==> src/rtl/twv_consts.vh <==
// Constants for the timer waveform and compare-output control block
//
// Overview of operation
// - Nonzero output-mode field hands pin to channel, except in reserved waveform modes 4 and 6 and PWM code 1 (channel B, or A without high bit)
// - Non-PWM codes: disconnect, toggle, clear, set on match
// - Fast PWM code 2 non-inverting, 3 inverting
// - PWM channel A code 1 needs high bit
// - PWM channel B code 1 is reserved
// - Phase PWM codes act by counting direction
// - Fast PWM compare equal top: only bottom action
// - Phase PWM compare equal top: action at top
// - Control bits 3, 2 read zero, ignore writes
// - Waveform mode is high bit plus low bits
// - Normal top 0xFF, clear-on-match top compare A
// - Phase PWM loads at top, flags at bottom
// - Fast PWM top, load at bottom, flag points
// - PWM overflow flag: phase PWM at bottom reversal, fast PWM at top
`ifndef TWV_CONSTS_VH
`define TWV_CONSTS_VH

// Byte addresses of the word registers
`define TWV_ADDR_CTRL       8'hB0
`define TWV_ADDR_CTRL2      8'hB4
`define TWV_ADDR_CMP_A      8'hB8
`define TWV_ADDR_CMP_B      8'hBC
`define TWV_ADDR_COUNT      8'hC0
`define TWV_ADDR_STATUS     8'hC4

// Control register fields and write mask
`define TWV_CTRL_MODE_A_HI  7
`define TWV_CTRL_MODE_A_LO  6
`define TWV_CTRL_MODE_B_HI  5
`define TWV_CTRL_MODE_B_LO  4
`define TWV_CTRL_WM_HI      1
`define TWV_CTRL_WM_LO      0
`define TWV_CTRL_WMASK      8'hF3
`define TWV_CTRL_RESET      8'h00

// Second control register fields
`define TWV_CTRL2_HIGH_BIT  3
`define TWV_CTRL2_RUN       0

// Status register fields
`define TWV_STAT_OVF        0
`define TWV_STAT_UP         1

// Counter landmarks
`define TWV_MAX             8'hFF
`define TWV_BOTTOM          8'h00

// Waveform modes
`define TWV_WM_NORMAL       3'h0
`define TWV_WM_PHASE_FF     3'h1
`define TWV_WM_CLEAR_MATCH  3'h2
`define TWV_WM_FAST_FF      3'h3
`define TWV_WM_RSVD4        3'h4
`define TWV_WM_PHASE_CA     3'h5
`define TWV_WM_RSVD6        3'h6
`define TWV_WM_FAST_CA      3'h7

// Waveform classes seen by the channels
`define TWV_CLS_NONPWM      2'h0
`define TWV_CLS_FAST        2'h1
`define TWV_CLS_PHASE       2'h2
`define TWV_CLS_RSVD        2'h3

`endif

==> src/rtl/twv_top.v <==
// Timer waveform generation and compare-output control with AHB-Lite registers
`timescale 1ns/1ps
`default_nettype none
`include "twv_consts.vh"

module twv_top (
    input  wire        hclk,
    input  wire        hresetn,
    input  wire        hsel,
    input  wire [31:0] haddr,
    input  wire [1:0]  htrans,
    input  wire        hwrite,
    input  wire [2:0]  hsize,
    input  wire [31:0] hwdata,
    input  wire        hready,
    output wire        hreadyout,
    output wire        hresp,
    output reg  [31:0] hrdata,
    output wire        compare_out_a,
    output wire        compare_out_a_override,
    output wire        compare_out_b,
    output wire        compare_out_b_override
);

    ////////////////////////////////////////////////////////////////////////////
    // Helpers

    function [1:0] wave_class_of;
        input [2:0] mode;
        begin
            case (mode)
                `TWV_WM_NORMAL,
                `TWV_WM_CLEAR_MATCH: wave_class_of = `TWV_CLS_NONPWM;
                `TWV_WM_FAST_FF,
                `TWV_WM_FAST_CA:  wave_class_of = `TWV_CLS_FAST;
                `TWV_WM_PHASE_FF,
                `TWV_WM_PHASE_CA: wave_class_of = `TWV_CLS_PHASE;
                default:          wave_class_of = `TWV_CLS_RSVD;
            endcase
        end
    endfunction

    function addr_is;
        input [7:0] addr;
        input [7:0] target;
        begin
            addr_is = (addr == target);
        end
    endfunction

    function is_pwm;
        input [1:0] cls;
        begin
            is_pwm = (cls == `TWV_CLS_FAST) || (cls == `TWV_CLS_PHASE);
        end
    endfunction

    // Registers sit in the lowest page only; anything above is unmapped
    function in_map;
        input [23:0] page;
        begin
            in_map = (page == 24'h000000);
        end
    endfunction

    ////////////////////////////////////////////////////////////////////////////
    // State

    reg  [7:0] ctrl_ff;
    reg        high_bit_ff;
    reg        run_ff;
    reg  [7:0] cmp_a_buf_ff;
    reg  [7:0] cmp_b_buf_ff;
    reg  [7:0] cmp_a_ff;
    reg  [7:0] cmp_b_ff;
    reg  [7:0] count_ff;
    reg        up_ff;
    reg        ovf_ff;
    reg        dp_write_ff;
    reg  [7:0] dp_addr_ff;

    reg  [7:0] nxt_count;
    reg        nxt_up;
    reg        ovf_ev;
    reg  [7:0] nxt_cmp_a;
    reg  [7:0] nxt_cmp_b;
    reg  [31:0] nxt_hrdata;

    wire [2:0] wave_mode_field;
    wire [1:0] wave_class;
    wire       top_is_cmp_a;
    wire [7:0] top_value;
    wire       at_top;
    wire       at_bottom;
    wire       phase_top_ev;
    wire       fast_bottom_ev;
    wire       load_ev;
    wire       match_a;
    wire       match_b;
    wire       addr_phase;
    wire       wr_ctrl;
    wire       wr_ctrl2;
    wire       wr_cmp_a;
    wire       wr_cmp_b;
    wire       wr_count;
    wire       wr_status;

    ////////////////////////////////////////////////////////////////////////////
    // Mode decode

    assign wave_mode_field = {high_bit_ff, ctrl_ff[`TWV_CTRL_WM_HI:`TWV_CTRL_WM_LO]};
    assign wave_class      = wave_class_of(wave_mode_field);

    assign top_is_cmp_a = (wave_mode_field == `TWV_WM_CLEAR_MATCH) ||
                          (wave_mode_field == `TWV_WM_PHASE_CA) ||
                          (wave_mode_field == `TWV_WM_FAST_CA);
    assign top_value    = top_is_cmp_a ? cmp_a_ff : `TWV_MAX;

    assign at_top    = (count_ff == top_value);
    assign at_bottom = (count_ff == `TWV_BOTTOM);

    assign phase_top_ev   = run_ff && at_top && up_ff && (wave_class == `TWV_CLS_PHASE);
    assign fast_bottom_ev = run_ff && at_bottom && (wave_class == `TWV_CLS_FAST);

    // Fast PWM loads on the wrap so the new value is live from bottom
    assign load_ev = run_ff && at_top &&
                     ((wave_class == `TWV_CLS_FAST) ||
                      ((wave_class == `TWV_CLS_PHASE) && up_ff));

    assign match_a = run_ff && (count_ff == cmp_a_ff);
    assign match_b = run_ff && (count_ff == cmp_b_ff);

    ////////////////////////////////////////////////////////////////////////////
    // Counter sequence

    always @* begin
        nxt_count = count_ff;
        nxt_up    = up_ff;
        ovf_ev    = 1'b0;
        if (run_ff) begin
            if (wave_class == `TWV_CLS_PHASE) begin
                if (up_ff) begin
                    if (at_top) begin
                        nxt_up = 1'b0;
                        if (!at_bottom)
                            nxt_count = count_ff - 8'h01;
                    end else begin
                        nxt_count = count_ff + 8'h01;
                    end
                end else if (at_bottom) begin
                    nxt_up = 1'b1;
                    ovf_ev = 1'b1;
                    if (!at_top)
                        nxt_count = count_ff + 8'h01;
                end else begin
                    nxt_count = count_ff - 8'h01;
                end
            end else begin
                // Normal, clear-on-match, fast PWM and reserved modes count up
                nxt_up = 1'b1;
                if (at_top)
                    nxt_count = `TWV_BOTTOM;
                else
                    nxt_count = count_ff + 8'h01;
                if (wave_mode_field == `TWV_WM_FAST_CA)
                    ovf_ev = at_top;
                else
                    ovf_ev = (count_ff == `TWV_MAX);
            end
        end
    end

    ////////////////////////////////////////////////////////////////////////////
    // Compare registers: immediate outside PWM, buffered inside it

    always @* begin
        nxt_cmp_a = cmp_a_ff;
        nxt_cmp_b = cmp_b_ff;
        if (is_pwm(wave_class)) begin
            if (load_ev) begin
                nxt_cmp_a = cmp_a_buf_ff;
                nxt_cmp_b = cmp_b_buf_ff;
            end
        end else begin
            // Immediate update also covers a write in this very data phase
            nxt_cmp_a = wr_cmp_a ? hwdata[7:0] : cmp_a_buf_ff;
            nxt_cmp_b = wr_cmp_b ? hwdata[7:0] : cmp_b_buf_ff;
        end
    end

    ////////////////////////////////////////////////////////////////////////////
    // AHB-Lite slave: zero wait states, always OKAY

    assign hreadyout  = 1'b1;
    assign hresp      = 1'b0;
    assign addr_phase = hsel && hready && htrans[1];

    assign wr_ctrl   = dp_write_ff && addr_is(dp_addr_ff, `TWV_ADDR_CTRL);
    assign wr_ctrl2  = dp_write_ff && addr_is(dp_addr_ff, `TWV_ADDR_CTRL2);
    assign wr_cmp_a  = dp_write_ff && addr_is(dp_addr_ff, `TWV_ADDR_CMP_A);
    assign wr_cmp_b  = dp_write_ff && addr_is(dp_addr_ff, `TWV_ADDR_CMP_B);
    assign wr_count  = dp_write_ff && addr_is(dp_addr_ff, `TWV_ADDR_COUNT);
    assign wr_status = dp_write_ff && addr_is(dp_addr_ff, `TWV_ADDR_STATUS);

    always @(posedge hclk or negedge hresetn) begin
        if (!hresetn) begin
            dp_write_ff <= 1'b0;
            dp_addr_ff  <= 8'h00;
        end else begin
            dp_write_ff <= addr_phase && hwrite && in_map(haddr[31:8]);
            dp_addr_ff  <= haddr[7:0];
        end
    end

    ////////////////////////////////////////////////////////////////////////////
    // Read path

    // Read data is sampled in the address phase and held for the data phase
    always @* begin
        nxt_hrdata = 32'h00000000;
        if (!in_map(haddr[31:8]))
            nxt_hrdata = 32'h00000000;
        else if (addr_is(haddr[7:0], `TWV_ADDR_CTRL))
            nxt_hrdata = {24'h000000, ctrl_ff & `TWV_CTRL_WMASK};
        else if (addr_is(haddr[7:0], `TWV_ADDR_CTRL2))
            nxt_hrdata = {28'h0000000, high_bit_ff, 2'h0, run_ff};
        else if (addr_is(haddr[7:0], `TWV_ADDR_CMP_A))
            nxt_hrdata = {24'h000000, cmp_a_buf_ff};
        else if (addr_is(haddr[7:0], `TWV_ADDR_CMP_B))
            nxt_hrdata = {24'h000000, cmp_b_buf_ff};
        else if (addr_is(haddr[7:0], `TWV_ADDR_COUNT))
            nxt_hrdata = {24'h000000, count_ff};
        else if (addr_is(haddr[7:0], `TWV_ADDR_STATUS))
            nxt_hrdata = {30'h00000000, up_ff, ovf_ff};
    end

    always @(posedge hclk or negedge hresetn) begin
        if (!hresetn)
            hrdata <= 32'h00000000;
        else if (addr_phase && !hwrite)
            hrdata <= nxt_hrdata;
    end

    ////////////////////////////////////////////////////////////////////////////
    // Register and compare buffer state

    always @(posedge hclk or negedge hresetn) begin
        if (!hresetn) begin
            ctrl_ff      <= `TWV_CTRL_RESET;
            high_bit_ff  <= 1'b0;
            run_ff       <= 1'b0;
        end else begin
            if (wr_ctrl)
                ctrl_ff <= hwdata[7:0] & `TWV_CTRL_WMASK;
            if (wr_ctrl2) begin
                high_bit_ff <= hwdata[`TWV_CTRL2_HIGH_BIT];
                run_ff      <= hwdata[`TWV_CTRL2_RUN];
            end
        end
    end

    // Buffers hold what software wrote; reads return them, not the live value
    always @(posedge hclk or negedge hresetn) begin
        if (!hresetn) begin
            cmp_a_buf_ff <= 8'h00;
            cmp_b_buf_ff <= 8'h00;
        end else begin
            if (wr_cmp_a)
                cmp_a_buf_ff <= hwdata[7:0];
            if (wr_cmp_b)
                cmp_b_buf_ff <= hwdata[7:0];
        end
    end

    ////////////////////////////////////////////////////////////////////////////
    // Counter and live compare values

    always @(posedge hclk or negedge hresetn) begin
        if (!hresetn) begin
            cmp_a_ff <= 8'h00;
            cmp_b_ff <= 8'h00;
            count_ff <= 8'h00;
            up_ff    <= 1'b1;
        end else begin
            cmp_a_ff <= nxt_cmp_a;
            cmp_b_ff <= nxt_cmp_b;
            // Software write to the counter wins over counting
            if (wr_count)
                count_ff <= hwdata[7:0];
            else
                count_ff <= nxt_count;
            up_ff <= nxt_up;
        end
    end

    ////////////////////////////////////////////////////////////////////////////
    // Overflow flag

    // Set wins over a write-one clear in the same cycle
    always @(posedge hclk or negedge hresetn) begin
        if (!hresetn)
            ovf_ff <= 1'b0;
        else if (ovf_ev)
            ovf_ff <= 1'b1;
        else if (wr_status && hwdata[`TWV_STAT_OVF])
            ovf_ff <= 1'b0;
    end

    ////////////////////////////////////////////////////////////////////////////
    // Output channels

    twv_chan u_chan_a (
        .hclk         (hclk),
        .hresetn      (hresetn),
        .out_mode     (ctrl_ff[`TWV_CTRL_MODE_A_HI:`TWV_CTRL_MODE_A_LO]),
        .wave_class   (wave_class),
        .toggle_ok    (high_bit_ff),
        .match        (match_a),
        .eq_top       (cmp_a_ff == top_value),
        .bottom_ev    (fast_bottom_ev),
        .top_ev       (phase_top_ev),
        .count_up     (up_ff),
        .wave_out_ff  (compare_out_a),
        .pin_override (compare_out_a_override)
    );

    twv_chan u_chan_b (
        .hclk         (hclk),
        .hresetn      (hresetn),
        .out_mode     (ctrl_ff[`TWV_CTRL_MODE_B_HI:`TWV_CTRL_MODE_B_LO]),
        .wave_class   (wave_class),
        .toggle_ok    (1'b0),
        .match        (match_b),
        .eq_top       (cmp_b_ff == top_value),
        .bottom_ev    (fast_bottom_ev),
        .top_ev       (phase_top_ev),
        .count_up     (up_ff),
        .wave_out_ff  (compare_out_b),
        .pin_override (compare_out_b_override)
    );

endmodule // twv_top

`default_nettype wire

==> src/rtl/twv_chan.v <==
// One compare-output channel: waveform flip-flop and pin override
`timescale 1ns/1ps
`default_nettype none
`include "twv_consts.vh"

module twv_chan (
    input  wire       hclk,
    input  wire       hresetn,
    input  wire [1:0] out_mode,
    input  wire [1:0] wave_class,
    input  wire       toggle_ok,
    input  wire       match,
    input  wire       eq_top,
    input  wire       bottom_ev,
    input  wire       top_ev,
    input  wire       count_up,
    output reg        wave_out_ff,
    output wire       pin_override
);

    reg nxt_wave_out;

    ////////////////////////////////////////////////////////////////////////////
    always @* begin
        nxt_wave_out = wave_out_ff;
        case (wave_class)
            `TWV_CLS_NONPWM: begin
                if (match) begin
                    case (out_mode)
                        2'h1:    nxt_wave_out = ~wave_out_ff;
                        2'h2:    nxt_wave_out = 1'b0;
                        2'h3:    nxt_wave_out = 1'b1;
                        default: nxt_wave_out = wave_out_ff;
                    endcase
                end
            end
            `TWV_CLS_FAST: begin
                if (out_mode[1]) begin
                    if (bottom_ev)
                        nxt_wave_out = ~out_mode[0];
                    // Match beats bottom so a zero compare still clears (code 2) or sets (code 3)
                    if (match && !eq_top)
                        nxt_wave_out = out_mode[0];
                end else if (out_mode[0] && toggle_ok && match) begin
                    nxt_wave_out = ~wave_out_ff;
                end
            end
            `TWV_CLS_PHASE: begin
                if (out_mode[1]) begin
                    if (match && !eq_top)
                        nxt_wave_out = count_up ? out_mode[0] : ~out_mode[0];
                    else if (top_ev && eq_top)
                        nxt_wave_out = out_mode[0];
                end else if (out_mode[0] && toggle_ok && match) begin
                    nxt_wave_out = ~wave_out_ff;
                end
            end
            default: nxt_wave_out = wave_out_ff;
        endcase
    end

    always @(posedge hclk or negedge hresetn) begin
        if (!hresetn)
            wave_out_ff <= 1'b0;
        else
            wave_out_ff <= nxt_wave_out;
    end

    // Code 1 under PWM only drives when toggling is allowed
    assign pin_override = (out_mode != 2'h0) &&
                          (wave_class != `TWV_CLS_RSVD) &&
                          !(out_mode == 2'h1 && !toggle_ok &&
                            wave_class != `TWV_CLS_NONPWM);

endmodule // twv_chan

`default_nettype wire

==> config.mk <==
export PLATFORM = sky130hd
export DESIGN_NAME = twv_top
export DESIGN_NICKNAME = d
export VERILOG_FILES = /design/src/rtl/twv_top.v /design/src/rtl/twv_chan.v
export VERILOG_INCLUDE_DIRS = /design/src /design/src/rtl
export SDC_FILE = /design/constraint.sdc
export NUM_CORES = 1
export LEC_CHECK = 0
export BUFFER_PORTS_ARGS = -buffer_cell sky130_fd_sc_hd__buf_2
export CORE_ASPECT_RATIO = 1.5
export CORE_MARGIN = 2
export CORE_UTILIZATION = 51
export CTS_BUF_LIST = sky130_fd_sc_hd__clkbuf_8
export CTS_CLUSTER_SIZE = 28
export DETAILED_ROUTE_END_ITERATION = 7
export PLACE_DENSITY = 0.85
export SLEW_MARGIN = 25
export SYNTH_ARGS = -nofsm -noshare
export SYNTH_HDL_FRONTEND = slang
export SYNTH_SLANG_ARGS = --single-unit
==> constraint.sdc <==
create_clock -name hclk -period 2.7 [get_ports hclk]
set_clock_uncertainty 0.15 [all_clocks]
set_input_delay 0.54 -clock hclk [delete_from_list [all_inputs] [get_ports hclk]]
set_output_delay 0.54 -clock hclk [all_outputs]
set_load 0.02 [all_outputs]
==> impl.org <==
** Power and ir drop
- Static power due to leakage :: between 2 and 3 nW
- In this run the power density over the cells is 462 mW/mm².
- Worst IR drop on VDD :: 0.000383 V

** Setup path
- STA classifies the critical path startpoint as a flop.
- Worst endpoint required time :: 2.78 ns
- For the worst setup path, the data arrival time is 2.99 ns.
- Number of cell instances on the worst register-to-register path :: 11
- Maximum fanout encountered on the critical timing path :: 8
- The worst setup path is captured at a flop.
- The setup path with the least slack is of type reg -> reg.

** Job
- Across the run, the number of max-cap violations was 0.

** Synth
- The synthesized netlist devotes 3.66% of its cell area to adder and majority cells.
- The top cell type by area accounts for between 30% and 40% of the synthesized area.
- Netlist area before placement :: 0.00479 mm²
- The netlist uses 67 different library cells.
- Summing the areas of all compound-gate instances in the mapped netlist gives 19.5% of the synthesized area.
- In the synthesized netlist, mux cells make up roughly 10% of the area.
- Yosys printed 0 warnings.
- In the synthesized netlist the async set-or-reset flop fraction comes to between 90% and 100%.
- Main combinational cell family by area after synthesis :: compound AO/OA/AOI/OAI gates
- Top post-synthesis cells by area :: sky130_fd_sc_hd__dfrtp_1 (36%), sky130_fd_sc_hd__mux2_2 (4.9%), sky130_fd_sc_hd__mux2i_1 (4.4%), sky130_fd_sc_hd__o21ai_0 (4.4%), sky130_fd_sc_hd__buf_4 (4.2%)
- Avg Inst Size Synth :: 8.78 µm²
- After synthesis, flip-flops and latches occupy 36.1% of the total area.
- After Yosys synthesis, XOR and XNOR cells account for 3.11% of the synthesized area.
- Flip-flop and latch count after synthesis :: 69
- Top cell type by total area after synthesis :: sky130_fd_sc_hd__dfrtp_1
- The synthesized netlist devotes 19.0% of its cell area to simple gates.
- Most common flop cell mapped by yosys :: sky130_fd_sc_hd__dfrtp_1
- Synthesized instance count :: 546
- Number of enable-type register cells in the synthesized netlist :: 0

** Die
- The total area inside the core boundary comes to 0.00920 mm².
- Die ar. :: between 0.01 and 0.015 mm²
- Die Height :: 123 µm
- Number of cell rows :: 43
- The die is 83.1 µm wide.
- During I/O placement, the number of pins put on the boundary was between 100 and 150.
- For this configuration, the core starts out at a cell density of 52.1%.

** Route
- WL met2 :: 7690 µm
- The routed layout has about 5000 vias.
- Final routed DRC violation total :: 0
- Met3 WL :: between 1000 and 1500 µm
- The first routing iteration left 460 violations.
- WL final :: 15400 µm
- Met1 routed wirelength after detailed routing :: 5340 µm
- Number of vias per cell after detailed routing :: 6.31
- Top sig layer :: met4
- Routed length per instance :: ~20 µm
- The first detailed-routing pass ran for 8 iterations.
- Post-route ant nets :: 0

** CTS
- At the later pin of the worst-skew pair, clock insertion delay measures 0.36 ns.
- TritonCTS built the clock tree.
- In this run, post-CTS hold repair placed 0 buffers.
- The clock passes through at most 2 buffers.
- In this run the clock root is driven by a sky130_fd_sc_hd__clkbuf_8.
- H-Tree Depth :: 3
- Number of clock sinks seen by CTS :: 69
- Number of clock buffers inserted by TritonCTS :: 9
- Clock input transition at the sequential cells of the worst setup and hold paths :: 0.08 ns

** Timing
- Summed over all failing endpoints, the final setup total negative slack is -3.51 ns.
- After layout, the worst setup slack is -0.213 ns.
- Setup violations remaining at the end of the flow were counted as 25.
- At the pin with the least slew margin, the transition time is slightly above 0.8 ns.
- Setup repair after global routing could not meet its margin everywhere.
- The count of pins over their slew limit was 0.
- Timing would allow up to 343 MHz.
- Crit share post-route :: 108%
- Final critical path time including I/O delays and setup :: between 2 and 3 ns
- Total count of hold-check failures in the final report :: 0
- Headroom to the max-slew limit :: 45.0%

** Finish
- Of the cells placed in the final design, the portion with a size suffix greater than 1 is 32.9%.
- The number of antenna diodes in the final layout is 0.
- Core utilization of the finished layout :: 66.0%
- For this run, the number of standard cells in the final layout without fillers is 784.
- Fill count :: 717
- For this run, the post-layout net count is approximately 760.
- Growth of design area from synthesis to finish :: 26.8%

** GRT
- Sum of overflow across all layers after global routing :: 0
- Tot GR Track Use :: 30.5%
- Entering global routing, the biggest net connects 70 pins.
- Vias in the first global route :: 4737
- The first global-routing pass estimated 23900 µm of wire.
- The number of antenna violations at the first check in global routing is 0.

** Placement
- Placed insts :: 756
- At the end of routability-driven placement, the weighted congestion stood at 0.996.
- The HPWL after detailed placement is 11500 µm.
- In this run the tool buffered the top-level ports with 57 buffer cells.

** Run status
- The flow ran to the end, but the final reports show violations.
- Violated checks :: setup timing

** Hold path
- The tightest min-delay check is of the in -> async type.
logic make-up after synthesis:
logic type               after synthesis
XOR/XNOR                              17
buffers and inverters                 77
flip-flops                            69
other                                  2
AO/OA/AOI/OAI                        142
adder cells (fa/ha/maj)               14
multiplexers                          44
AND/OR/NAND/NOR                      181
power breakdown:
group          internal [W]  switching [W]
logic              0.000320       0.000449
clock network      0.000450       0.000422
registers           0.00109      0.0000760
cells in the final DEF (no fill, tap or decap), types with 3 or more instances in the layout:
master	synthesis	routed
sky130_fd_sc_hd__o21ai_0	42	35
sky130_fd_sc_hd__nand2_1	49	47
sky130_fd_sc_hd__or3_1	4	4
sky130_fd_sc_hd__o22ai_1	3	3
sky130_fd_sc_hd__a2111oi_4	0	4
sky130_fd_sc_hd__xnor2_1	12	12
sky130_fd_sc_hd__conb_1	2	26
sky130_fd_sc_hd__nand3_1	20	18
sky130_fd_sc_hd__a311oi_2	0	3
sky130_fd_sc_hd__buf_2	7	59
sky130_fd_sc_hd__a31oi_1	6	6
sky130_fd_sc_hd__nor3_1	16	14
sky130_fd_sc_hd__a22oi_1	7	7
sky130_fd_sc_hd__buf_6	1	7
sky130_fd_sc_hd__a32oi_1	4	4
sky130_fd_sc_hd__nor4_1	13	13
sky130_fd_sc_hd__buf_4	27	69
sky130_fd_sc_hd__mux2i_1	21	21
sky130_fd_sc_hd__inv_2	2	4
sky130_fd_sc_hd__nand4_1	7	7
sky130_fd_sc_hd__xor2_1	5	5
sky130_fd_sc_hd__nor2_1	36	34
sky130_fd_sc_hd__a21oi_1	37	37
sky130_fd_sc_hd__or2_2	4	3
sky130_fd_sc_hd__clkbuf_8	0	10
sky130_fd_sc_hd__clkinv_2	0	3
sky130_fd_sc_hd__nand2b_1	6	6
sky130_fd_sc_hd__inv_1	23	21
sky130_fd_sc_hd__nor2b_1	8	8
sky130_fd_sc_hd__a211oi_1	6	5
sky130_fd_sc_hd__ha_1	14	13
sky130_fd_sc_hd__dfrtp_1	68	68
sky130_fd_sc_hd__o21ai_1	4	10
sky130_fd_sc_hd__a222oi_1	3	3
sky130_fd_sc_hd__mux2_2	21	20
per-layer routing:
layer / track usage (%) / vias to the layer above
met5: 0 / -
met4: 23.4 / 0
met3: 5.45 / 104
met2: 53.6 / 329
met1: 32.4 / 2328
li1: - / 2189
registers in the layout, indices dropped and copies added (netlist names):
name                  count
cmp_a_buf_ff              8
cmp_a_ff                  8
cmp_b_buf_ff              8
cmp_b_ff                  8
count_ff                  8
ctrl_ff                   6
dp_addr_ff                8
dp_write_ff               1
high_bit_ff               1
hrdata                    8
ovf_ff                    1
run_ff                    1
u_chan_a.wave_out_ff      1
u_chan_b.wave_out_ff      1
up_ff                     1
metrics by stage:
stage	total power [W]	area [µm²]	setup slack (ns)	hold slack, ns
final	0.00280	6070	-0.213	0.0388
after global routing	0.00291	6070	-0.313	0.0778
after CTS	0.00278	6040	-0.192	0.0563
after detailed placement	0.00191	5620	-0.290	0.324
after global placement	0.00189	5620	-0.221	0.314
after floorplan	0.00161	4970	-0.150	0.0944
cell usage after synthesis, types with 4 or more instances:
library cell                instances
sky130_fd_sc_hd__a21oi_1           37
sky130_fd_sc_hd__nand4_1            7
sky130_fd_sc_hd__xor2_1             5
sky130_fd_sc_hd__a32oi_1            4
sky130_fd_sc_hd__nor3_1            16
sky130_fd_sc_hd__buf_2              7
sky130_fd_sc_hd__a2111oi_0          4
sky130_fd_sc_hd__clkbuf_1          16
sky130_fd_sc_hd__nand2_1           49
sky130_fd_sc_hd__xnor2_1           12
sky130_fd_sc_hd__a311oi_1           4
sky130_fd_sc_hd__inv_1             23
sky130_fd_sc_hd__nor4_1            13
sky130_fd_sc_hd__nor2b_1            8
sky130_fd_sc_hd__ha_1              14
sky130_fd_sc_hd__a211oi_1           6
sky130_fd_sc_hd__or2_2              4
sky130_fd_sc_hd__buf_4             27
sky130_fd_sc_hd__nor2_1            36
sky130_fd_sc_hd__nand3_1           20
sky130_fd_sc_hd__o21ai_1            4
sky130_fd_sc_hd__a31oi_1            6
sky130_fd_sc_hd__a22oi_1            7
sky130_fd_sc_hd__mux2i_1           21
sky130_fd_sc_hd__mux2_2            21
sky130_fd_sc_hd__o21ai_0           42
sky130_fd_sc_hd__nand2b_1           6
sky130_fd_sc_hd__or3_1              4
sky130_fd_sc_hd__dfrtp_1           68
final cells by class:
type / count / area, µm² / share of cell area [%]
clock buffers: 10 / 138 / 2.27
repair buffers: 138 / 960 / 15.8
inverters: 25 / 93.8 / 1.54
flip-flops and latches: 69 / 1730 / 28.4
multi-input cells: 424 / 2950 / 48.6
clock inverters: 6 / 62.6 / 1.03
well taps: 112 / 140 / 2.31
path summary, 6_finish.rpt:
check	end	startpoint	slack, ns
hold reg to reg	hrdata[7]	hrdata[7]	0.34
setup reg to reg	u_chan_a.wave_out_ff	ctrl_ff[0]	-0.21
min in group hclk	dp_addr_ff[0]	haddr[0]	0.15
hold / removal	hrdata[6]	hresetn	0.04
max in group asynchronous	up_ff	hresetn	2.03
setup / recovery	u_chan_a.wave_out_ff	ctrl_ff[0]	-0.21
repair_timing:
item                       in CTS  in global routing
pin swaps                      10                  9
setup endpoints to repair      27                 28
gates cloned                    3                  0
setup buffers                   8                  1
hold endpoints to repair        0                  0
resized for setup              32                 12
critical path, stage by stage (launching register included):
cell                       delay (ns)
sky130_fd_sc_hd__dfrtp_1         0.38
sky130_fd_sc_hd__buf_4           0.17
sky130_fd_sc_hd__and2_4          0.17
sky130_fd_sc_hd__or4_4           0.52
sky130_fd_sc_hd__o31a_1          0.16
sky130_fd_sc_hd__a211oi_4        0.31
sky130_fd_sc_hd__buf_6           0.16
sky130_fd_sc_hd__buf_4           0.11
sky130_fd_sc_hd__nand3_2         0.09
sky130_fd_sc_hd__a221oi_4        0.28
sky130_fd_sc_hd__mux2i_1         0.22
sky130_fd_sc_hd__a31oi_1         0.06
Note: power is estimated with default switching activity, not from simulation.
